===== src/rail_seq_defs.svh =====
`ifndef RAIL_SEQ_DEFS_SVH
`define RAIL_SEQ_DEFS_SVH

// register command codes
`define ORDER_CODE       8'hE0
`define GROUP_CODE       8'hE2
// ordering register layout
`define ORDER_RESET      16'h0000
`define ORDER_WMASK      16'h9F9F
`define ORD_PRE_EN       15
`define ORD_PRE_HI       12
`define ORD_PRE_LO       8
`define ORD_SUC_EN       7
`define ORD_SUC_HI       4
`define ORD_SUC_LO       0
// group register layout
`define GROUP_WMASK      32'h003F3F3F
`define GRP_VOUT_EN      21
`define GRP_VOUT_HI      20
`define GRP_VOUT_LO      16
`define GRP_OP_EN        13
`define GRP_OP_HI        12
`define GRP_OP_LO        8
`define GRP_PF_NOW       5
`define GRP_PF_HI        4
`define GRP_PF_LO        0
// event bus opcodes
`define EV_PGOOD         3'h1
`define EV_PDOWN         3'h2
`define EV_VOUT          3'h3
`define EV_OPER          3'h4
`define EV_PFAIL         3'h5

`endif


===== src/rail_seq_pkg.sv =====
package rail_seq_pkg;
    typedef logic [4:0] id_t;
    typedef logic [2:0] ev_op_t;
    typedef enum logic [2:0] {ST_OFF, ST_WAIT_PRE, ST_ON, ST_WAIT_SUC, ST_RAMP_DOWN} rail_state_e;
endpackage


===== src/event_match.sv =====
`timescale 1ns/1ps
`default_nettype none
// ************************************************************
// group or rail id match for one event kind
// ************************************************************
module event_match (
    input  wire logic       ev_valid,
    input  wire logic [2:0] ev_op,
    input  wire logic [4:0] ev_id,
    input  wire logic [2:0] want_op,
    input  wire logic       enable,
    input  wire logic [4:0] want_id,
    output logic            hit
);
    // qualified compare
    assign hit = ev_valid && enable && (ev_op == want_op) && (ev_id == want_id);
endmodule // event_match
`default_nettype wire


===== src/multirail_sequence_groups.sv =====
`timescale 1ns/1ps
`default_nettype none
`include "rail_seq_defs.svh"

// Function
// RULE1: with predecessor ordering on, the output turns on only after enable and a matching power-good event.
// RULE2: with successor ordering on, delayed shutdown starts only after the successor's power-down event.
// RULE3: ordering bit 15 enables the predecessor and bits 12:8 hold its rail id, bits 14:13 unused.
// RULE4: ordering bit 7 enables the successor and bits 4:0 hold its rail id, bits 6:5 unused.
// RULE5: the ordering register reads zero after reset.
// RULE6: a write to the ordering register overrides ordering taken from the strap.
// RULE7: group bit 21 gates response to broadcast output-voltage events matching bits 20:16.
// RULE8: group bit 13 gates response to broadcast operation events matching bits 12:8.
// RULE9: a supply-loss event with own group id shuts down at once if bit 5 set, else sequenced.
// RULE10: group bits 4:0 are the id sent in supply-loss events this converter sends.
// RULE11: group bits 12:8 are the id sent in operation events this converter sends.
// RULE12: rails sharing current must be given the same group id by whoever configures them.
// RULE13: in two-phase sharing mode supply-loss responses reach both phases regardless of group setup.
// RULE14: broadcast matching uses group ids only and ordering uses rail ids only.
// RULE15: after reset the group register loads from the decoded strap value.
// RULE16: the converter announces its own power-good and ramp-down completion on the event bus.
module multirail_sequence_groups
    import rail_seq_pkg::*;
(
    input  wire logic                clock,
    input  wire logic                reset,
    input  wire logic                wr_en,
    input  wire logic                rd_en,
    input  wire logic [7:0]          reg_code,
    input  wire logic [31:0]         wr_data,
    output logic [31:0]              rd_data,
    output logic                     rd_valid,
    input  wire logic [31:0]         strap_group,
    input  wire logic [15:0]         strap_order,
    input  wire logic                two_phase_share,
    input  wire logic                enable_req,
    input  wire logic                power_good,
    input  wire logic                ramp_done,
    input  wire logic                ev_in_valid,
    input  wire rail_seq_pkg::ev_op_t ev_in_op,
    input  wire rail_seq_pkg::id_t   ev_in_id,
    input  wire logic [15:0]         ev_in_data,
    input  wire logic                send_pfail,
    input  wire logic                send_oper,
    output logic                     ev_out_valid,
    output rail_seq_pkg::ev_op_t     ev_out_op,
    output rail_seq_pkg::id_t        ev_out_id,
    output logic                     output_on,
    output logic                     fast_off,
    output logic                     vout_load,
    output logic [15:0]              vout_value,
    output logic                     oper_load,
    output logic [7:0]               oper_value,
    output logic                     pfail_both_phases,
    input  wire rail_seq_pkg::id_t   own_rail_id
);
    import rail_seq_pkg::*;

    // ************************************************************
    // state
    // ************************************************************
    typedef struct packed {
        rail_state_e  st;
        logic [15:0]  order;
        logic         order_written;
        logic [31:0]  group;
        logic         pg_prev;
        logic         rd_prev;
        logic [31:0]  rdata;
        logic         rvalid;
        logic         evv;
        ev_op_t       evop;
        id_t          evid;
        logic         fast;
        logic         vld;
        logic [15:0]  vval;
        logic         old;
        logic [7:0]   oval;
        logic         pf2;
        logic         strap_done;
        logic [15:0]  strap_ord;
        logic         out_on;
    } state_s;

    state_s s_q, s_d;
    logic   hit_pre, hit_suc, hit_vout, hit_op, hit_pf, pf_match;
    logic   pre_en, suc_en;
    logic [15:0] eff_order;

    // effective ordering: register once written, else strap
    assign eff_order = s_q.order_written ? s_q.order : s_q.strap_ord; // [RULE6]
    assign pre_en = eff_order[`ORD_PRE_EN];
    assign suc_en = eff_order[`ORD_SUC_EN];

    // ************************************************************
    // event matchers
    // ************************************************************
    // rail ids for ordering only, group ids for broadcasts
    event_match u_pre (.ev_valid(ev_in_valid), .ev_op(ev_in_op), .ev_id(ev_in_id),
        .want_op(`EV_PGOOD), .enable(pre_en),
        .want_id(eff_order[`ORD_PRE_HI:`ORD_PRE_LO]), .hit(hit_pre)); // [RULE1] [RULE14]
    event_match u_suc (.ev_valid(ev_in_valid), .ev_op(ev_in_op), .ev_id(ev_in_id),
        .want_op(`EV_PDOWN), .enable(suc_en),
        .want_id(eff_order[`ORD_SUC_HI:`ORD_SUC_LO]), .hit(hit_suc)); // [RULE2] [RULE14]
    event_match u_vout (.ev_valid(ev_in_valid), .ev_op(ev_in_op), .ev_id(ev_in_id),
        .want_op(`EV_VOUT), .enable(s_q.group[`GRP_VOUT_EN]),
        .want_id(s_q.group[`GRP_VOUT_HI:`GRP_VOUT_LO]), .hit(hit_vout)); // [RULE7]
    event_match u_op (.ev_valid(ev_in_valid), .ev_op(ev_in_op), .ev_id(ev_in_id),
        .want_op(`EV_OPER), .enable(s_q.group[`GRP_OP_EN]),
        .want_id(s_q.group[`GRP_OP_HI:`GRP_OP_LO]), .hit(hit_op)); // [RULE8]
    event_match u_pf (.ev_valid(ev_in_valid), .ev_op(ev_in_op), .ev_id(ev_in_id),
        .want_op(`EV_PFAIL), .enable(1'b1),
        .want_id(s_q.group[`GRP_PF_HI:`GRP_PF_LO]), .hit(pf_match)); // [RULE9]
    assign hit_pf = pf_match;

    // ************************************************************
    // next state
    // ************************************************************
    always_comb begin
        s_d = s_q;
        s_d.rvalid = 1'b0;
        s_d.evv = 1'b0;
        s_d.vld = 1'b0;
        s_d.old = 1'b0;
        s_d.pg_prev = power_good;
        s_d.rd_prev = ramp_done;
        s_d.pf2 = two_phase_share; // [RULE13]
        // strap load one cycle after reset release
        if (!s_q.strap_done) begin
            s_d.strap_done = 1'b1;
            s_d.group = strap_group & `GROUP_WMASK; // [RULE15]
            // strap ordering kept apart so the register still reads zero
            s_d.strap_ord = strap_order & `ORDER_WMASK; // [RULE5] [RULE6]
        end
        // register writes, write wins over strap
        if (wr_en && reg_code == `ORDER_CODE) begin
            s_d.order = wr_data[15:0] & `ORDER_WMASK; // [RULE3] [RULE4] [RULE6]
            s_d.order_written = 1'b1;
        end else if (wr_en && reg_code == `GROUP_CODE) begin
            s_d.group = wr_data & `GROUP_WMASK;
        end
        // register reads
        if (rd_en) begin
            s_d.rvalid = 1'b1;
            if (reg_code == `ORDER_CODE) begin
                s_d.rdata = {16'h0000, s_q.order};
            end else if (reg_code == `GROUP_CODE) begin
                s_d.rdata = s_q.group;
            end else begin
                s_d.rdata = 32'h0000_0000;
            end
        end
        // broadcast responses
        if (hit_vout) begin
            s_d.vld = 1'b1;
            s_d.vval = ev_in_data;
        end
        if (hit_op) begin
            s_d.old = 1'b1;
            s_d.oval = ev_in_data[7:0];
        end
        // sequencing
        case (s_q.st)
            ST_OFF: begin
                s_d.fast = 1'b0;
                if (enable_req) begin
                    s_d.st = pre_en ? ST_WAIT_PRE : ST_ON;
                end
            end
            ST_WAIT_PRE: begin
                if (!enable_req) begin
                    s_d.st = ST_OFF;
                end else if (hit_pre) begin
                    s_d.st = ST_ON; // [RULE1]
                end
            end
            ST_ON: begin
                if (!enable_req) begin
                    s_d.st = suc_en ? ST_WAIT_SUC : ST_RAMP_DOWN;
                end
            end
            ST_WAIT_SUC: begin
                if (hit_suc) begin
                    s_d.st = ST_RAMP_DOWN; // [RULE2]
                end
            end
            ST_RAMP_DOWN: begin
                if (ramp_done) begin
                    s_d.st = ST_OFF;
                end
            end
            default: s_d.st = ST_OFF;
        endcase
        // supply loss overrides the sequence
        if (hit_pf && (s_q.st == ST_ON || s_q.st == ST_WAIT_SUC)) begin
            if (s_q.group[`GRP_PF_NOW]) begin
                s_d.st = ST_OFF; // [RULE9]
                s_d.fast = 1'b1;
            end else begin
                s_d.st = suc_en ? ST_WAIT_SUC : ST_RAMP_DOWN; // [RULE9]
            end
        end
        // outgoing events
        if (power_good && !s_q.pg_prev) begin
            s_d.evv = 1'b1;
            s_d.evop = `EV_PGOOD; // [RULE16]
            s_d.evid = own_rail_id;
        end else if (ramp_done && !s_q.rd_prev) begin
            s_d.evv = 1'b1;
            s_d.evop = `EV_PDOWN; // [RULE16]
            s_d.evid = own_rail_id;
        end else if (send_pfail) begin
            s_d.evv = 1'b1;
            s_d.evop = `EV_PFAIL;
            s_d.evid = s_q.group[`GRP_PF_HI:`GRP_PF_LO]; // [RULE10]
        end else if (send_oper) begin
            s_d.evv = 1'b1;
            s_d.evop = `EV_OPER;
            s_d.evid = s_q.group[`GRP_OP_HI:`GRP_OP_LO]; // [RULE11]
        end
        // output enable registered with the state
        s_d.out_on = (s_d.st == ST_ON) || (s_d.st == ST_WAIT_SUC);
    end

    // ************************************************************
    // registers
    // ************************************************************
    always_ff @(posedge clock) begin
        if (reset) begin
            s_q <= '0;
            s_q.st <= ST_OFF;
            s_q.order <= `ORDER_RESET; // [RULE5]
        end else begin
            s_q <= s_d;
        end
    end

    // outputs straight from flops
    assign rd_data = s_q.rdata;
    assign rd_valid = s_q.rvalid;
    assign ev_out_valid = s_q.evv;
    assign ev_out_op = s_q.evop;
    assign ev_out_id = s_q.evid;
    assign output_on = s_q.out_on;
    assign fast_off = s_q.fast;
    assign vout_load = s_q.vld;
    assign vout_value = s_q.vval;
    assign oper_load = s_q.old;
    assign oper_value = s_q.oval;
    assign pfail_both_phases = s_q.pf2;
endmodule // multirail_sequence_groups
`default_nettype wire


===== config.mk =====
export PLATFORM = sky130hd
export DESIGN_NAME = multirail_sequence_groups
export DESIGN_NICKNAME = d
export VERILOG_FILES = /design/src/rail_seq_pkg.sv /design/src/event_match.sv /design/src/multirail_sequence_groups.sv
export VERILOG_INCLUDE_DIRS = /design/src /design/src/src
export SDC_FILE = /design/constraint.sdc
export NUM_CORES = 1
export LEC_CHECK = 0
export ABC_AREA = 1
export BUFFER_PORTS_ARGS = -buffer_cell sky130_fd_sc_hd__buf_2
export CORE_AREA = 2 2 129 131
export CTS_CLUSTER_SIZE = 30
export DETAILED_ROUTE_END_ITERATION = 12
export DIE_AREA = 0 0 131 133
export HOLD_SLACK_MARGIN = 0.02
export PLACE_DENSITY = 0.61
export SLEW_MARGIN = 20
export SYNTH_ARGS = -nofsm -noshare
export SYNTH_HDL_FRONTEND = slang
export SYNTH_SLANG_ARGS = --single-unit

===== constraint.sdc =====
create_clock -name clock -period 1.5 [get_ports clock]
set_input_delay 0.075 -clock clock [delete_from_list [all_inputs] [get_ports clock]]
set_output_delay 0.075 -clock clock [all_outputs]
set_load 0.005 [all_outputs]

Word level (Yosys, flattened, before mapping):

Cells that the tools add are included.

* logic and storage cells: 96
* output and inout bits: 71
* bits of input ports: 128
* flip-flop bits (word level): 134

* reductions and logical operators: 29
* muxes and demuxes: 27
* eq/ne operators: 18

Operator list (number)
* 32-bit 2-to-1 mux: 5
* 9-bit 2-to-1 mux: 5
* 3-bit 2-to-1 mux: 9
* 5-bit == test: 5
* 1-bit logical AND: 19
* 3-bit by 2-bit == test with 1-bit output (second input constant): 6
* 17-bit 2-to-1 mux: 1
* 8-bit == test (second input constant): 2
* 16-bit 2-to-1 mux: 1
* 3-bit case mux with 5 select lines: 1
* 3-bit == test (second input constant): 3
* 3-bit by 1-bit == test with 1-bit output (second input constant): 2
* 1-bit 2-to-1 mux: 4
* 4-bit nonzero test: 1
* 3-bit zero test: 1
* 3-bit nonzero test: 1
* 3-bit OR reduction: 1
* 1-bit zero test: 2
* 1-bit logical OR: 2
* 2-bit 2-to-1 mux: 1
* 2-bit nonzero test: 1
* 2-bit OR reduction: 1

Longest topological paths before layout:

Gate-level depths: netlist of run 1.

* depth in word-level cells: 10
* mapped depth: 12
* gate-level depth less buffers: 11

Cells and area by module:

From an unflattened synthesis of run 1, not the netlist that was laid out.

* cells, all modules: 1026
* area, all modules: 6692.7 um^2

Modules (own cells, without submodules)
* multirail_sequence_groups: instances 1, cells an instance 831, area an instance 5898.2 um^2, sequential area each 2682.6 um^2
* event_match: instances 5, cells an instance 39, area an instance 158.9 um^2, sequential area each 0.0 um^2

Least setup slack after synthesis of run 1:

OpenSTA, ideal clock, no wires.

* path kind: reg2reg
* start point: register s_q[122] (netlist bit)
* end point: register s_q, in the netlist output_on
* arrival time: 1.253 ns
* required time: 1.372 ns
* cell stages (with the launch flop): 9
* period minus slack after synthesis: 1.381 ns
* slack: 0.119 ns
* buffers on the path: 0
* library setup time: 0.128 ns
* path through: dfxtp_1 > o21ai_0 > nand3_1 > nor2_1 > nand3_1 > nand2_1 > nand4_1 > nand2_1 > nor2_1

* longest elaborated chain between the ends: 10
* elaborated cells between the ends (all ways): 22
* classes of those cells: eq/ne (4); mux (11); reduce/logical (7)

Ends and longest elaborated chain
* start, declared: RTL line multirail_sequence_groups.sv:85 `state_s s_q, s_d;`
* 16-bit 2-to-1 mux *: RTL line multirail_sequence_groups.sv:91 `assign eff_order = s_q.order_written ? s_q.order : s_q.strap_ord;`
* parallel branches: the longest is 6 deep, another holds 5-bit == test
* 3-bit 2-to-1 mux *: RTL line multirail_sequence_groups.sv:195 `if (hit_pf && (s_q.st == ST_ON || s_q.st == ST_WAIT_SUC)) begin`
* 3-bit by 2-bit == test with 1-bit output: RTL line multirail_sequence_groups.sv:222 `s_d.out_on = (s_d.st == ST_ON) || (s_d.st == ST_WAIT_SUC);`
* 1-bit logical OR *: RTL line multirail_sequence_groups.sv:222

Every way passes the cells marked *.
A chain may end at the register's enable or synchronous reset.

Worst setup path after layout of run 1:

* start point: register s_q[107] (netlist bit)
* end point: register s_q, in the netlist vout_value[3]

* longest elaborated chain between the ends: 2

Ends and longest elaborated chain
* 5-bit == test: RTL line event_match.sv:16 `assign hit = ev_valid && enable && (ev_op == want_op) && (ev_id == want_id);`
* 1-bit logical AND: RTL line event_match.sv:16

No other way between the ends.

==> metrics.md, run 1 <==
| Metric | Value |
|---|---|
| Status | `complete, no violations` |
| Area grow syn2layout | `34.61%` |
| Vias per inst | `4.666` |
| Register area share after synthesis | `42.72%` |
| Worst Clk Skew | `0.008109 ns` |
| Antenna Cells | `0` |
| Vias in the first global route | `5,819` |
| Placer Congestion | `0.9097` |
| Core area | `16,170 um^2` |
| Pwr dens | `1020 nW/um^2` |
| Worst Path Class, Setup | `register to register` |
| Fmax | `696.6 MHz` |
| Critical path required time | `1.81 ns` |
| Slowest-stage cell, CP | `dfxtp_1` |
| Initial core utilization | `38.83%` |
| Ys Warns | `0` |
| Slew margin rel. | `72.27%` |
| Internal power | `6.481 mW` |
| Max Root-Sink Buffers | `2` |
| Area of the mapped netlist | `6280 um^2` |
| Final Hold Fails | `0` |
| H-tree depth | `4` |
| Crit end category | `register` |
| Maxcap violations | `0` |
| Fin crit share | `95.71%` |
| Final setup violation count | `0` |
| Min-Delay Path Class | `input pin to register` |
| Clk sink count | `134` |
| Logic gate share of total power | `11.2%` |
| Tmin final | `1.436 ns` |
| Number of fill cells in the layout | `1,613` |
| P_sw | `2.143 mW` |
| Global-route wire length before repair | `28,880 um` |
| Setup TNS | `0 ns` |
| Post-synth cell types | `35` |
| Cell Chain, Critical Path | `xor2_2 -> nor4_4 -> buf_4 -> nand2_2 -> o21ai_0 -> nor2_1` |
| DRC Markers | `0` |
| Pre-antenna DRT Iters | `4` |
| Syn avg cell area | `7.048 um^2` |
| RSZ-0062 raised after global routing | `true` |
| DPL Wire Length | `12,740 um` |
| Io pins | `199` |
| Worst skew pair latency | `0.42 ns` |
| Leak | `4.006 nW` |
| 1st-iter DRT viols | `303` |
| Worst EP arrival | `1.75 ns` |
| Switch share | `24.85%` |
| Worst-Margin Slew | `0.4145 ns` |
| Die Ht | `133 um` |
| Crit path max fanout | `9` |
| Simple-Gate Fraction of Synth Area | `24.73%` |
| Post-Synthesis Cells | `891` |
| Post-Synth XOR/XNOR Area | `0.8368%` |
| Gr usage total | `21.23%` |
| GRT overflow | `0` |
| Total clock buffers created by CTS | `17` |
| Detail Route Antenna Nets | `0` |
| Mux cell area share after synthesis | `0%` |
| Largest family of logic cells by synthesized area | `simple AND/OR/NAND/NOR gates` |
| Seq pwr share | `43.2%` |
| Initial antenna violation count | `1` |
| Port bufs | `168` |
| Clock share of power | `45.6%` |
| Routed wire length | `18,380 um` |
| Via count | `6,112` |
| Post-layout util | `52.27%` |
| Post-Synth Adder-Cell Area | `0%` |
| CTS tree | `yes` |
| Yosys reg bits | `134` |
| Worst path max stage delay | `0.35 ns` |
| Final Max Slew Viols | `0` |
| Maximum vdd drop | `0.7221 mV` |
| Synth Net Count | `1,019` |
| Clock-pin transition on the worst setup and hold timing paths | `0.06 ns` |
| Final net count | `1,205` |
| Die area | `17,420 um^2` |
| Synth Area in Compound Gates | `15.36%` |
| Die X-Extent | `131 um` |
| Routed WL per cell | `14.03 um` |
| Largest net degree at the start of global routing | `70` |
| Crit path launch type | `register` |
| Row Count | `47` |
| Layout cell share with drive strength beyond 1 | `25.69%` |
| CTS root buf | `clkbuf_16` |
-- routing by layer --
layer | part of all wire (%) | GRT usage [%]
met1 | 45 | 28.12
met3 | 6.3 | 5.014
met5 | 0.071 | 0
met4 | 1.7 | 7.506
met2 | 46 | 33.65
-- power by group through the flow --
stage	Clock [mW]	Combinational, mW	Sequential [mW]
2_1_floorplan	0	0.471	3.78
3_3_place_gp	0	0.779	3.80
3_5_place_dp	0	0.781	3.80
4_1_cts	4.02	0.927	3.72
5_1_grt	4.22	1.09	3.74
6_report	3.93	0.969	3.72
-- final timing paths --
| path | startpoint | end | slack (ns) | cells past startpoint |
|---|---|---|---|---|
| min | reset | ev_out_id[2] | 0.03 | 4 |
| max | s_q[107] | vout_value[3] | 0.06 | 6 |
| max reg2reg | s_q[107] | vout_value[3] | 0.06 | 6 |
| min reg2reg | oper_value[5] | oper_value[5] | 0.44 | 2 |
-- critical path, delay by kind of cell, from the launching register on --
family / cells / cell delay (ns)
AND/OR/NAND/NOR: 3 / 0.41
flip-flops: 1 / 0.35
XOR/XNOR: 1 / 0.19
AO/OA/AOI/OAI: 1 / 0.19
buffers and inverters: 1 / 0.18
-- repair_timing --
item                       in CTS  in global routing
setup endpoints to repair      19                 28
hold buffers                   70                  0
gates cloned                    0                  2
hold endpoints to repair       77                  0
resized for setup               3                 60
setup buffers                   0                  2
pin swaps                       0                 16
-- flip-flops by register name (all words and copies together) (netlist names) --
signal,flops
s_q,63
rd_data,32
vout_value,16
oper_value,8
ev_out_id,5
ev_out_op,3
ev_out_valid,1
fast_off,1
oper_load,1
output_on,1
pfail_both_phases,1
rd_valid,1
vout_load,1
-- per-stage QoR --
step                setup slack, ns  total power, mW  instance area (um^2)  cells  hold slack (ns)
global route               -0.07489            9.038                  8453   1310          0.03099
CTS                         0.03138            8.672                  8278   1307          0.02116
floorplan                    0.1191            4.254                  6280    891           0.1820
global placement            0.01304            4.577                  7009   1205           0.2787
finish                      0.06440            8.625                  8453   1310          0.03166
detailed placement         -0.02925            4.578                  7009   1205           0.2872
-- area by class of cell --
cell class | count | area [um^2] | area share (%)
clock inverters | 11 | 102.6 | 1.214
well taps | 220 | 275.3 | 3.256
clock buffers | 21 | 460.4 | 5.447
repair buffers | 273 | 1871 | 22.13
flip-flops and latches | 134 | 2690 | 31.82
multi-input cells | 560 | 2698 | 31.91
inverters | 91 | 356.6 | 4.218
-- synth_stat cells, drive strengths merged --
cell	n	area, um^2
xnor2	3	26.28
nand3b	1	7.510
o211a	6	60.06
a21oi	56	280.3
nor3b	1	18.77
a22oi	2	15.01
nor4	8	62.56
nand2	157	594.3
clkinv	2	8.750
nor3	3	15.01
o21bai	1	7.510
nor2	148	558.0
buf	79	578.1
o21ai	106	534.3
nand3	47	235.2
a31oi	5	31.28
nand4	6	37.54
inv	89	334.1
o22ai	1	6.260
dfxtp	134	2683
o31ai	1	7.510
nor4b	1	23.77
clkbuf	28	106.4
xor2	3	26.28
o211ai	3	22.52
-- cells by family (layout without fill, tap and decap cells) --
| group | count (synthesis) | after routing |
|---|---|---|
| AOI/OAI and AO/OA | 181 | 181 |
| xor gates and xnor gates | 6 | 6 |
| buffers and inverters | 198 | 396 |
| DFF | 134 | 134 |
| and+or+nand+nor | 372 | 373 |
-- layout by cell type, fill, tap and decap left out, drive strengths merged --
cell type    count
buf            202
nor2           148
a22oi            2
a31oi            5
nand3b           1
a21oi           56
bufinv           1
inv             89
o21bai           1
nand2          158
nor3             3
o211a            6
dlygate4sd3     70
o31ai            1
clkbuf          22
clkinv           6
nor3b            1
nand4            6
o22ai            1
clkinvlp         6
o211ai           3
xor2             3
nor4b            1
xnor2            3
dfxtp          134
o21ai          106
nor4             8
nand3           47
(Power assumes the default switching activity.)
==> inputs of run 2 (changes only) <==
- BUFFER_PORTS_ARGS: -buffer_cell sky130_fd_sc_hd__buf_2 -> -buffer_cell sky130_fd_sc_hd__buf_4
- SKIP_LAST_GASP: unset -> 1
==> run 2 against run 1 <==
Compared with the run above:
- power grew 9.2%
- sequential share of layout area is 2.3 points lower
- fmax decreased by 1.4%
- sequential power hardly changed
- critical path depth stayed put
- combinational power is 10% higher
- count of clock-buffer cells in the layout fell by 2
- clock skew is 0.00053 ns higher
- via count up 2.9%
- clock power up 18%
- critical endpoint is now vout_load
- highest routed layer is now met4
==> metrics.md, run 2 (synthesis gave the netlist of run 1 again) <==
| Metric | Value |
|---|---|
| Port bufs | `168` |
| Max Root-Sink Buffers | `2` |
| Pre-antenna DRT Iters | `4` |
| Min-Delay Path Class | `input pin to register` |
| CTS root buf | `clkbuf_16` |
| Row Count | `47` |
| Die area | `17,420 um^2` |
| Core area | `16,170 um^2` |
| DRC Markers | `0` |
| Final net count | `1,221` |
| Total clock buffers created by CTS | `17` |
| Slew margin rel. | `73.34%` |
| DPL Wire Length | `13,070 um` |
| Tmin final | `1.456 ns` |
| Area of the multi-input gates | `2709 um^2` |
| Routed WL per cell | `14.39 um` |
| Via count | `6,289` |
| Initial antenna violation count | `0` |
| Vias per inst | `4.746` |
| Worst EP arrival | `1.82 ns` |
| Final setup violation count | `0` |
| RR Startpoint | `s_q[107]` |
| Final Max Slew Viols | `0` |
| Worst skew pair latency | `0.42 ns` |
| Seq. cell area | `2689 um^2` |
| Leak | `4.268 nW` |
| Initial core utilization | `38.83%` |
| Vias in the first global route | `6,025` |
| Most common cell after layout, fill and taps aside | `buf_4` |
| Crit end category | `register` |
| Hold Path Origin | `strap_group[2]` |
| Pwr dens | `1035 nW/um^2` |
| Most frequent cells in the layout | `202 x buf_4, 147 x nand2_1, 142 x nor2_1` |
| Fmax | `686.7 MHz` |
| Antenna Cells | `0` |
| H-tree depth | `4` |
| Gr usage total | `21.90%` |
| Die Ht | `133 um` |
| Layout cell share with drive strength beyond 1 | `25.61%` |
| Fin crit share | `97.09%` |
| Max reg flops | `63` |
| Clock-pin transition on the worst setup and hold timing paths | `0.06 ns` |
| Maxcap violations | `0` |
| Crit path max fanout | `9` |
| Dpl cells | `1,208` |
| CTS tree | `yes` |
| Placer Congestion | `0.8840` |
| Global-route wire length before repair | `29,730 um` |
| GRT overflow | `0` |
| Die X-Extent | `131 um` |
| Hold_ws | `0.03665 ns` |
| Io pins | `199` |
| Setup TNS | `0 ns` |
| Routed wire length | `19,060 um` |
| Post-route cell area | `9095 um^2` |
| Worst-Margin Slew | `0.3984 ns` |
| Area grow syn2layout | `44.83%` |
| Post-DP Area | `7440 um^2` |
| Final Hold Fails | `0` |
| Worst Path Class, Setup | `register to register` |
| Largest reg by FF count | `s_q` |
| Number of fill cells in the layout | `1,566` |
| Largest net degree at the start of global routing | `74` |
| RSZ-0062 raised after global routing | `true` |
| Detail Route Antenna Nets | `0` |
| Status | `complete, no violations` |
| Maximum vdd drop | `0.8272 mV` |
| Crit path launch type | `register` |
| Clk sink count | `134` |
| Finished Layout Cells | `1,325` |
| Critical path required time | `1.86 ns` |
| Crit. Startpoint | `s_q[107]` |
| Post-layout util | `56.24%` |
| 1st-iter DRT viols | `310` |
| Worst Clk Skew | `0.008640 ns` |
## run 2: cell count changes in the layout (fill, tap and decap cells not counted), moves of 4 or more
cell and change:
dlygate4sd3_1 +9, nand2_2 -6, buf_4 +173, buf_2 -167
o21ai_0 -5, bufinv_16 +4
## run 2: repair_timing
item                                    in CTS  in global routing
pin swaps                                    0                 18
hold endpoints to repair                    87                  0
endpoints found under the setup margin      19                 33
hold buffers                                79                  0
setup buffers                                0                  5
resized for setup                            4                 62
gates cloned                                 0                  2
## run 2: critical path: stages, from the launching register on
cell and delay [ns]:
dfxtp_1 0.33, xor2_1 0.19, nor4_4 0.34, buf_4 0.20
nand2_4 0.10, buf_4 0.15, nor2_1 0.09
## run 2: final cells by class
cell class              count  share of cell area (%)
inverters                  91                   3.866
well taps                 220                   3.027
multi-input cells         560                   29.78
repair buffers            289                   26.58
clock buffers              19                   4.980
flip-flops and latches    134                   29.56
clock inverters            12                   2.201
## run 2: layer usage
layer / part of all wire [%] / global-route usage (%) / routed length (um)
met1: 44 / 28.19 / 8455
met2: 48 / 35.98 / 9075
met3: 6.3 / 5.661 / 1206
met4: 1.7 / 6.324 / 325
met5: 0 / 0 / 0
## run 2: path summary, 6_finish.rpt
kind / depth (start not counted) / slack (ns) / endpoint
worst max-delay path: 6 / 0.04 / vout_load
worst min-delay path: 5 / 0.04 / s_q[92]
worst max register to register: 6 / 0.04 / vout_load
worst min register to register: 2 / 0.45 / oper_value[6]
## run 2: report_power, final
part / switching, mW / internal [mW] / total, mW
sequential: 0.0684 / 3.66 / 3.73
combinational: 0.518 / 0.553 / 1.07
clock: 1.59 / 3.03 / 4.62
## run 2: metrics by stage
stage / worst slack (ns) / power [mW]
2_1_floorplan: 0.1191 / 4.254
3_3_place_gp: -0.02993 / 4.667
3_5_place_dp: -0.09324 / 4.670
4_1_cts: 0.0003981 / 9.460
5_1_grt: -0.05670 / 9.788
6_report: 0.04366 / 9.415
==> inputs of run 3 (changes only) <==
- BUFFER_PORTS_ARGS: -buffer_cell sky130_fd_sc_hd__buf_4 -> unset
- DONT_BUFFER_PORTS: unset -> 1
- PLACE_DENSITY: 0.61 -> 0.5
==> run 3 against run 2 <==
Compared with the run above:
- the run now ends with negative setup slack left
- setup slack got worse by 0.045 ns
- non-clock buffer count fell by 162
- flip-flop and latch count unchanged
- largest power group unchanged
==> metrics.md, run 3 (synthesis gave the netlist of run 1 again) <==
| Metric | Value |
|---|---|
| Status | `finished, violations left` |
| Failing checks | `negative setup slack` |
| Initial antenna violation count | `1` |
| Final Max Slew Viols | `0` |
| H-tree depth | `4` |
| Routed wire length | `18,820 um` |
| Slew margin rel. | `44.85%` |
| FF-to-FF path depth | `6` |
| Worst Clk Skew | `0.009120 ns` |
| Reg2reg end | `oper_value[0]` |
| Crit path launch type | `register` |
| Setup slack at placement | `0.006445 ns` |
| Io pins | `199` |
| CTS tree | `yes` |
| Leak | `3.343 nW` |
| Finished Layout Cells | `1,164` |
| Worst Path Buf+Inv | `1` |
| RSZ-0062 raised after global routing | `true` |
| Core area | `16,170 um^2` |
| Cell Chain, Critical Path | `xor2_2 -> nor4_2 -> nand3_2 -> buf_6 -> o21ai_0 -> a21oi_1` |
| Layout cell share with drive strength beyond 1 | `10.71%` |
| Area grow syn2layout | `23.91%` |
| Die area | `17,420 um^2` |
| Die Ht | `133 um` |
| Vias per inst | `4.974` |
| Row Count | `47` |
| Critical path depth in cells | `6` |
| Most common cell after layout, fill and taps aside | `nand2_1` |
| Min-Delay Path Class | `input pin to register` |
| R2R setup slack | `-0.0009 ns` |
| Critical path required time | `1.81 ns` |
| Max reg flops | `63` |
| Largest reg by FF count | `s_q` |
| Routed WL per cell | `16.17 um` |
| Largest net degree at the start of global routing | `48` |
| DPL Wire Length | `12,930 um` |
| Dpl cells | `1,035` |
| Pwr dens | `1126 nW/um^2` |
| Total Power | `8.758 mW` |
| Critical path's top delay family | `simple AND/OR/NAND/NOR gates` |
| Final net count | `1,058` |
| CP endpoint | `oper_value[0]` |
| Worst Path Class, Setup | `register to register` |
| Hold_ws | `0.03749 ns` |
| Worst EP arrival | `1.81 ns` |
| DRC Markers | `0` |
| GRT overflow | `0` |
| Number of fill cells in the layout | `1,625` |
| CTS root buf | `clkbuf_16` |
| Placer Congestion | `0.8499` |
| Worst skew pair latency | `0.43 ns` |
| Clock-pin transition on the worst setup and hold timing paths | `0.06 ns` |
| Crit path max fanout | `8` |
| Maximum vdd drop | `0.7872 mV` |
| Detail Route Antenna Nets | `0` |
| Fmax | `666.3 MHz` |
| Post-layout util | `48.12%` |
| Pre-antenna DRT Iters | `5` |
| Global-route wire length before repair | `28,390 um` |
| Total clock buffers created by CTS | `17` |
| Fin crit share | `100.1%` |
| Vias in the first global route | `5,537` |
| Die X-Extent | `131 um` |
| Port bufs | `0` |
| RR Startpoint | `s_q[100]` |
| Gr usage total | `21.22%` |
| 1st-iter DRT viols | `300` |
| Worst-Margin Slew | `0.8246 ns` |
| Most frequent cells in the layout | `155 x nand2_1, 140 x nor2_1, 128 x dfxtp_1` |
| Initial core utilization | `38.83%` |
| Worst Slack Setup Final | `-0.0009025 ns` |
| Maxcap violations | `0` |
| Clk sink count | `134` |
| Worst path max stage delay | `0.33 ns` |
| Crit. Startpoint | `s_q[100]` |
| Final setup violation count | `1` |
| Slowest-stage cell, CP | `dfxtp_2` |
| Via count | `5,790` |
| Max Root-Sink Buffers | `2` |
| Final Hold Fails | `0` |
| Crit end category | `register` |
| Tmin final | `1.501 ns` |
-- run 3: cell count changes in the layout (fill, tap and decap cells not counted), sizes merged --
cell,previous run,this run
buf,210,35
bufinv,5,2
clkbuf,19,18
clkinv,4,9
clkinvlp,3,1
diode,0,1
dlygate4sd3,79,92
inv,91,93
nand2,158,157
-- run 3: how the worst min path moves through the flow --
stage,endpoint,cells after the start,start
final,s_q[140],6,enable_req
after global routing,s_q[140],6,enable_req
after CTS,oper_load,5,ev_in_id[1]
after detailed placement,rd_data[22],1,reset
after global placement,rd_data[22],1,reset
after floorplan,pfail_both_phases,2,two_phase_share
-- run 3: tightest hold or removal path: stages --
cell     delay (ns)
o21ai_1        0.05
o31ai_1        0.06
inv_1          0.04
nand4_1        0.07
nand2_1        0.06
nor2_1         0.07
-- run 3: where the power goes --
| group | switching, mW | leakage [nW] | internal (mW) |
|---|---|---|---|
| combinational | 0.440 | 1.96 | 0.380 |
| clock | 1.69 | 0.291 | 2.51 |
| sequential | 0.0804 | 1.09 | 3.66 |
-- run 3: layout make-up --
class	count	area (um^2)	share of cell area, %
well taps	220	275.3	3.538
repair buffers	127	1230	15.81
diodes	1	2.502	0.03216
clock inverters	14	148.9	1.913
multi-input cells	559	2650	34.06
clock buffers	18	439.2	5.644
flip-flops and latches	134	2690	34.57
inverters	91	345.3	4.438
-- run 3: timing repair --
item | in CTS | in global routing
resized for setup | 1 | 39
hold buffers | 93 | 0
hold endpoints to repair | 121 | 0
pin swaps | 0 | 12
setup endpoints to repair | 1 | 28
buffers inserted | 0 | 1
gates cloned | 0 | 2
-- run 3: stage by stage --
stage	setup TNS, ns	instance area (um^2)
after floorplan	0	6280
after global placement	0	6128
after detailed placement	0	6128
after CTS	0	7657
after global routing	-0.3128	7781
final	-0.0009025	7781
-- run 3: per-layer routing --
metal,vias up,track usage (%),routed length [um],share of wire (%)
met5,-,0,0,0
met3,31,6.227,1317,7.0
met4,0,6.797,341,1.8
met1,2679,27.29,8394,45
li1,2877,-,-,-
met2,203,34.05,8764,47
